==> config.mk <==
export PLATFORM = sky130hd
export DESIGN_NAME = sadcrs_seq
export DESIGN_NICKNAME = d
export VERILOG_FILES = /design/src/rtl/sadcrs_pkg.sv /design/src/rtl/sadcrs_seq.sv
export VERILOG_INCLUDE_DIRS = /design/src /design/src/rtl
export SDC_FILE = /design/constraint.sdc
export NUM_CORES = 1
export LEC_CHECK = 0
export ABC_AREA = 0
export ABC_CLOCK_PERIOD_IN_PS = 1200
export BUFFER_PORTS_ARGS = -buffer_cell sky130_fd_sc_hd__buf_2
export CAP_MARGIN = 10
export CORE_UTILIZATION = 41
export DETAILED_ROUTE_END_ITERATION = 6
export GPL_ROUTABILITY_DRIVEN = 0
export SYNTH_ARGS = -nofsm -noshare
export SYNTH_HDL_FRONTEND = slang
export SYNTH_SLANG_ARGS = --single-unit
==> constraint.sdc <==
create_clock -name I_CLOCK -period 1.2 [get_ports I_CLOCK]
set_clock_uncertainty 0.05 [all_clocks]
set_input_delay 0.06 -clock I_CLOCK [delete_from_list [all_inputs] [get_ports I_CLOCK]]
set_output_delay 0.06 -clock I_CLOCK [all_outputs]
set_load 0.01 [all_outputs]
==> src/rtl/sadcrs_map.svh <==
`ifndef SADCRS_MAP_SVH
`define SADCRS_MAP_SVH
// result width and conversion length in bit-clock cycles
`define SADCRS_DATA_BITS 12
`define SADCRS_CONV_CYCLES 4'hC
// falling bit-clock edges after select falls before the output is enabled
`define SADCRS_EN_EDGE 4'h2
// sample window in bit-clock edges (falling edge 1 to falling edge 2 after select)
`define SADCRS_SMPL_EDGES 4'h2
// idle level of the serial output while driven with no data
`define SADCRS_NULL_BIT 1'b0
`endif

==> src/rtl/sadcrs_pkg.sv <==
package sadcrs_pkg;
   typedef enum logic [2:0] {
      SADCRS_SHUT = 3'b000,
      SADCRS_SAMPLE = 3'b001,
      SADCRS_NULL = 3'b010,
      SADCRS_MSB = 3'b011,
      SADCRS_LSB = 3'b100,
      SADCRS_ZERO = 3'b101
   } sadcrs_state_e;
   typedef logic [11:0] sadcrs_word_t;
   // serial output pin as value plus enable
   typedef struct packed {
      logic data;
      logic oe;
   } sadcrs_pin_s;
endpackage : sadcrs_pkg

==> src/rtl/sadcrs_seq.sv <==
`timescale 1ns/1ps
`include "sadcrs_map.svh"
module sadcrs_seq (
   // clock and reset
   input wire logic I_CLOCK,
   input wire logic I_RST_N,
   // serial link from host
   input wire logic I_BIT_CLOCK,
   input wire logic I_SELECT_SHUTDOWN_N,
   // converter sample (straight binary code of the analog input)
   input wire logic [11:0] I_SAMPLE_CODE,
   // serial link to host
   output logic O_DOUT,
   output logic O_DOUT_OE,
   // converter status
   output logic O_SAMPLING,
   output logic O_CONV_ACTIVE,
   output logic O_POWERED
);
   logic rst_s1_r;
   logic rst_n_r;
   logic clk_d_r;
   sadcrs_pkg::sadcrs_state_e state_r;
   sadcrs_pkg::sadcrs_state_e state_nxt;
   logic [3:0] cnt_r;
   logic [3:0] cnt_nxt;
   sadcrs_pkg::sadcrs_word_t shreg_r;
   sadcrs_pkg::sadcrs_word_t shreg_nxt;
   sadcrs_pkg::sadcrs_word_t held_r;
   sadcrs_pkg::sadcrs_word_t held_nxt;
   sadcrs_pkg::sadcrs_pin_s pin_r;
   sadcrs_pkg::sadcrs_pin_s pin_nxt;
   logic smpl_r;
   logic conv_r;
   logic pwr_r;

   // reset release through two flip-flops
   always_ff @(posedge I_CLOCK or negedge I_RST_N) begin
      if (!I_RST_N) begin
         rst_s1_r <= 1'b0;
         rst_n_r <= 1'b0;
      end else begin
         rst_s1_r <= 1'b1;
         rst_n_r <= rst_s1_r;
      end
   end

   // shift toward the msb end, a zero enters at the lsb
   function automatic sadcrs_pkg::sadcrs_word_t shl1(input sadcrs_pkg::sadcrs_word_t w);
      return {w[10:0], 1'b0};
   endfunction : shl1

   // shift toward the lsb end, a zero enters at the msb
   function automatic sadcrs_pkg::sadcrs_word_t shr1(input sadcrs_pkg::sadcrs_word_t w);
      return {1'b0, w[11:1]};
   endfunction : shr1

   // bit-clock edge detection; all link steps except the select abort happen on its falling edges
   // the bit clock is a level sampled here, so each of its phases must
   // last at least one system clock or a fall can be missed
   // the delayed copy resets high, the parked level of the bit clock,
   // so that leaving reset with the bit clock parked high never looks like a falling edge
   wire selected = ~I_SELECT_SHUTDOWN_N;
   wire fall_edge = clk_d_r & ~I_BIT_CLOCK;
   wire last_cnt = (cnt_r == (`SADCRS_CONV_CYCLES - 4'h1));

   // sequence decode, one step per falling bit-clock edge
   // fall 1 opens the sample window, fall 2 captures the code and turns
   // the driver on with the null bit, falls 3 to 14 give the word msb
   // first, falls 15 to 25 replay bits 1 to 11, then zeroes follow
   // select high overrides every step, so an abort always wins
   always_comb begin
      state_nxt = state_r;
      cnt_nxt = cnt_r;
      shreg_nxt = shreg_r;
      held_nxt = held_r;
      pin_nxt = pin_r;
      if (!selected) begin
         state_nxt = sadcrs_pkg::SADCRS_SHUT;
         cnt_nxt = 4'h0;
         pin_nxt.oe = 1'b0;
         pin_nxt.data = `SADCRS_NULL_BIT;
      end else if (fall_edge) begin
         case (state_r)
            sadcrs_pkg::SADCRS_SHUT: begin
               // first falling edge opens the sample window
               state_nxt = sadcrs_pkg::SADCRS_SAMPLE;
               cnt_nxt = 4'h1;
            end
            sadcrs_pkg::SADCRS_SAMPLE: begin
               if (cnt_r == (`SADCRS_EN_EDGE - 4'h1)) begin
                  // sample held, driver on with the null bit
                  held_nxt = I_SAMPLE_CODE;
                  shreg_nxt = I_SAMPLE_CODE;
                  pin_nxt.oe = 1'b1;
                  pin_nxt.data = `SADCRS_NULL_BIT;
                  state_nxt = sadcrs_pkg::SADCRS_NULL;
                  cnt_nxt = 4'h0;
               end else begin
                  cnt_nxt = cnt_r + 4'h1;
               end
            end
            sadcrs_pkg::SADCRS_NULL: begin
               // MSB first during conversion
               pin_nxt.data = shreg_r[11];
               shreg_nxt = shl1(shreg_r);
               state_nxt = sadcrs_pkg::SADCRS_MSB;
               cnt_nxt = 4'h1;
            end
            sadcrs_pkg::SADCRS_MSB: begin
               if (last_cnt) begin
                  // bit 0 is the last msb-first bit; converter off after it
                  // the replay then starts at bit 1, bit 0 being shared
                  pin_nxt.data = shreg_r[11];
                  shreg_nxt = shr1(held_r);
                  state_nxt = sadcrs_pkg::SADCRS_LSB;
                  cnt_nxt = 4'h1;
               end else begin
                  pin_nxt.data = shreg_r[11];
                  shreg_nxt = shl1(shreg_r);
                  cnt_nxt = cnt_r + 4'h1;
               end
            end
            sadcrs_pkg::SADCRS_LSB: begin
               // lsb-first replay of the held word
               pin_nxt.data = shreg_r[0];
               shreg_nxt = shr1(shreg_r);
               if (last_cnt) begin
                  state_nxt = sadcrs_pkg::SADCRS_ZERO;
               end
               cnt_nxt = cnt_r + 4'h1;
            end
            sadcrs_pkg::SADCRS_ZERO: begin
               // zeroes for as long as the host keeps clocking
               pin_nxt.data = 1'b0;
            end
            default: begin
               state_nxt = sadcrs_pkg::SADCRS_SHUT;
            end
         endcase
      end
   end

   // state registers
   // the edge detector copy resets to the parked high level of the bit clock
   always_ff @(posedge I_CLOCK or negedge rst_n_r) begin
      if (!rst_n_r) begin
         clk_d_r <= 1'b1;
         state_r <= sadcrs_pkg::SADCRS_SHUT;
         cnt_r <= 4'h0;
         shreg_r <= 12'h000;
         held_r <= 12'h000;
         pin_r <= '0;
      end else begin
         clk_d_r <= I_BIT_CLOCK;
         state_r <= state_nxt;
         cnt_r <= cnt_nxt;
         shreg_r <= shreg_nxt;
         held_r <= held_nxt;
         pin_r <= pin_nxt;
      end
   end

   // status flags from the next state so they line up with the pin
   // conversion covers the null bit and msb-first bits 11 to 1; power is
   // held from the sample window until the last msb-first bit leaves
   wire conv_nxt = (state_nxt == sadcrs_pkg::SADCRS_NULL) |
                   (state_nxt == sadcrs_pkg::SADCRS_MSB);
   always_ff @(posedge I_CLOCK or negedge rst_n_r) begin
      if (!rst_n_r) begin
         smpl_r <= 1'b0;
         conv_r <= 1'b0;
         pwr_r <= 1'b0;
      end else begin
         smpl_r <= (state_nxt == sadcrs_pkg::SADCRS_SAMPLE);
         conv_r <= conv_nxt;
         pwr_r <= conv_nxt | (state_nxt == sadcrs_pkg::SADCRS_SAMPLE);
      end
   end

   // outputs straight from flip-flops
   // enable low means the pin floats; data is parked low meanwhile
   assign O_DOUT = pin_r.data;
   assign O_DOUT_OE = pin_r.oe;
   assign O_SAMPLING = smpl_r;
   assign O_CONV_ACTIVE = conv_r;
   assign O_POWERED = pwr_r;
endmodule : sadcrs_seq

==> flow_metrics.tcl <==
set metrics [dict create \
    io_pins 21 \
    core-area_sq_mm 0.00517 \
    cts.path.max_buffers 2 \
    grt_pass1_wl_microns 8530 \
    vias_per_cell 5.23 \
    grt_max_degree 37 \
    final_common_cell "dfrtp_1" \
    yosysWarnings 0 \
    drive_above_1_share 0.522 \
    grt_busiest_layer "met2" \
    vias 1767 \
    grtUsageMet1 0.248 \
    rr_startpoint "cnt_r[2]$_DFFE_PN0P_" \
    tritoncts "done" \
    status "finished, violations left" \
    slew_violations 0 \
    critPathMaxStageDelay_ps 450 \
    start_util 0.431 \
    cp-startpoint "cnt_r[2]$_DFFE_PN0P_" \
    overflow 0 \
    critPathKind "reg -> reg" \
    clk_latency_ps 300 \
    path_cells "buf_4 -> nand4b_1 -> a21boi_0 -> or3_4 -> inv_2 -> nor3_2" \
    period_needed_ps 1730 \
    cp-end-kind "flop" \
    powerDensity_mw_per_mm2 1050 \
    critPathSlowestCell "dfrtp_1" \
    clock-sinks 38 \
    violations "setup timing" \
    synth_cell_types 52 \
    worst_ep_required_time_ps 1360 \
    std_cell_rows 26 \
    antenna_found_initial 0 \
    final_area_sq_mm 0.00314 \
    setup_violations 35 \
    syn_nets 215 \
    nets 285 \
    met2_usage 0.368 \
    rsz0062_at_grt "yes" \
    netlist_area_sq_mm 0.00223 \
    synthAdderAreaFrac 0.0112 \
    synth_top_family_by_area "multiplexers" \
    crit_path_start_kind "flop" \
    fin_crit_sh 1.44 \
    clk_pin_slew_ps 90 \
    grt_use_met3 0.0357 \
    ys_seq_elements 38 \
    routedWlPerCell_microns 15.4 \
    ant_nets 0 \
    area_growth_pct 40.9 \
    hold_class "in -> async" \
    synth-compound-area-share 0.148 \
    muxShareOfSynthArea 0.205 \
    cts_htree_levels 2 \
    drtIter0Drc 121 \
    synth-seq-area-share 0.427 \
    synth_edf_count 0 \
    path_max_fanout 6 \
    synthXorXnorAreaFrac 0 \
    final_cell_mix "dfrtp_1 (34), buf_4 (32), mux2i_1 (21), buf_2 (20), nand2_1 (16)" \
    grt_pass1_vias 1788 \
    drc 0 \
    dp_hpwl_microns 3420 \
    fmax_mhz 577 \
    die_area_sq_mm 0.00574 \
    syn_area_per_cell_sq_um 11.3 \
    hold_violations 0 \
    peakVddDrop_uv 795 \
    synthFlopType "dfrtp_1" \
    cts_root_buf "clkbuf_8" \
    cap_viol_max_count 0 \
    leakage_nw 1.40 \
    dr.pass1.iters 4 \
    postRouteWirelength_microns 5200 \
    yosys.area_share.simple 0.136 \
    fin_ws_ps -533 \
    synthArstFlopShare 1.00 \
    whs_ps 15.6 \
    numCtsBuffers 5 \
    die_w_microns 75.7 \
    synth_cells 197 \
    postPlaceCellArea_sq_mm 0.00267 \
    cp.arrival_ps 1890 \
    finalPower_w 0.00329 \
    grtUsageTotal 0.202 \
    die_height_microns 75.7 \
    numPortBuffers 20 \
    n_antenna_cell 0 \
]
## power by group
group / switching, W / internal [W] / total (W)
sequential: 0.0000861 / 0.00140 / 0.00149
clock: 0.000501 / 0.000834 / 0.00133
combinational: 0.000201 / 0.000265 / 0.000465
## cell type report
cell class / instances / area [sq um]
inverters: 7 / 26.3
repair buffers: 77 / 658
well taps: 70 / 87.6
fillers: 418 / 2030
flip-flops and latches: 38 / 956
clock buffers: 5 / 68.8
multi-input cells: 138 / 1280
clock inverters: 3 / 68.8
## critical path, delay by kind of cell, from the launching register on
kind | cells | cell delay [ps]
flip-flops | 1 | 450
buffers and inverters | 2 | 220
AO/OA/AOI/OAI | 1 | 290
AND/OR/NAND/NOR | 3 | 620
## kinds of logic (layout without fill, tap and decap cells)
kind of cell	count (synthesis)	count (layout)
other	1	1
muxes	43	43
buffers and inverters	21	92
and+or+nand+nor	48	48
adders and majority gates	2	2
DFF	38	38
AOI/OAI and AO/OA	44	44
## metal layers
layer / part of all wire / up-vias
met3: 0.020 / 5
met1: 0.45 / 886
met4: 0.0073 / 0
met5: 0 / -
met2: 0.52 / 22
li1: - / 854
## repair_timing
action | in CTS | in global routing
hold buffers | 13 | 0
gates resized for setup | 17 | 22
gates cloned | 0 | 0
endpoints found under the setup margin | 35 | 35
buffers inserted | 5 | 1
hold endpoints to repair | 14 | 0
pin swaps | 9 | 5
## flip-flops by register name, summed over array words and instances, names as in the netlist
name	flops
shreg_r	12
held_r	11
cnt_r	4
state_r	3
O_CONV_ACTIVE	1
O_DOUT	1
O_DOUT_OE	1
O_POWERED	1
O_SAMPLING	1
clk_d_r	1
rst_n_r	1
rst_s1_r	1
## per-stage QoR
step                      std cells  setup TNS [ps]  utilization  worst slack [ps]
final                           338          -14590        0.607              -533
after global routing            338          -17230        0.607              -609
after CTS                       337          -14100        0.588              -495
after detailed placement        311          -14640        0.516              -514
after global placement          311          -14470        0.516              -481
after floorplan                 197          -12770            -              -427
## final timing paths
| path | depth (start not counted) | end | slack (ps) |
|---|---|---|---|
| setup reg to reg | 6 | O_SAMPLING$_DFF_PN0_ | -530 |
| min in group I_CLOCK | 3 | cnt_r[0]$_DFFE_PN0P_ | 100 |
| max in group asynchronous | 1 | clk_d_r$_DFF_PN1_ | 680 |
| hold / removal | 2 | rst_s1_r$_DFF_PN0_ | 20 |
| setup / recovery | 6 | O_SAMPLING$_DFF_PN0_ | -530 |
| hold reg to reg | 1 | state_r[0]$_DFF_PN0_ | 170 |
## synth_stat cells (2+ instances only)
cell | number | area (sq um)
o21ai_2 | 10 | 87.6
buf_2 | 4 | 20.0
nor3b_1 | 4 | 30.0
o21ai_0 | 7 | 35.0
buf_6 | 3 | 33.8
and3b_2 | 2 | 20.0
mux2i_1 | 21 | 210
nor2b_1 | 2 | 12.5
or3_1 | 2 | 12.5
nand2_1 | 17 | 63.8
clkbuf_8 | 2 | 27.5
nor2_1 | 4 | 15.0
o211ai_1 | 4 | 30.0
nand2b_1 | 2 | 12.5
ha_1 | 2 | 25.0
inv_1 | 7 | 26.3
mux2_2 | 22 | 248
a21oi_1 | 6 | 30.0
a31oi_1 | 2 | 12.5
dfrtp_1 | 37 | 926
o211ai_2 | 2 | 25.0
buf_4 | 4 | 30.0
nand3_1 | 2 | 10.0
Power figures use the tool's default switching activity.
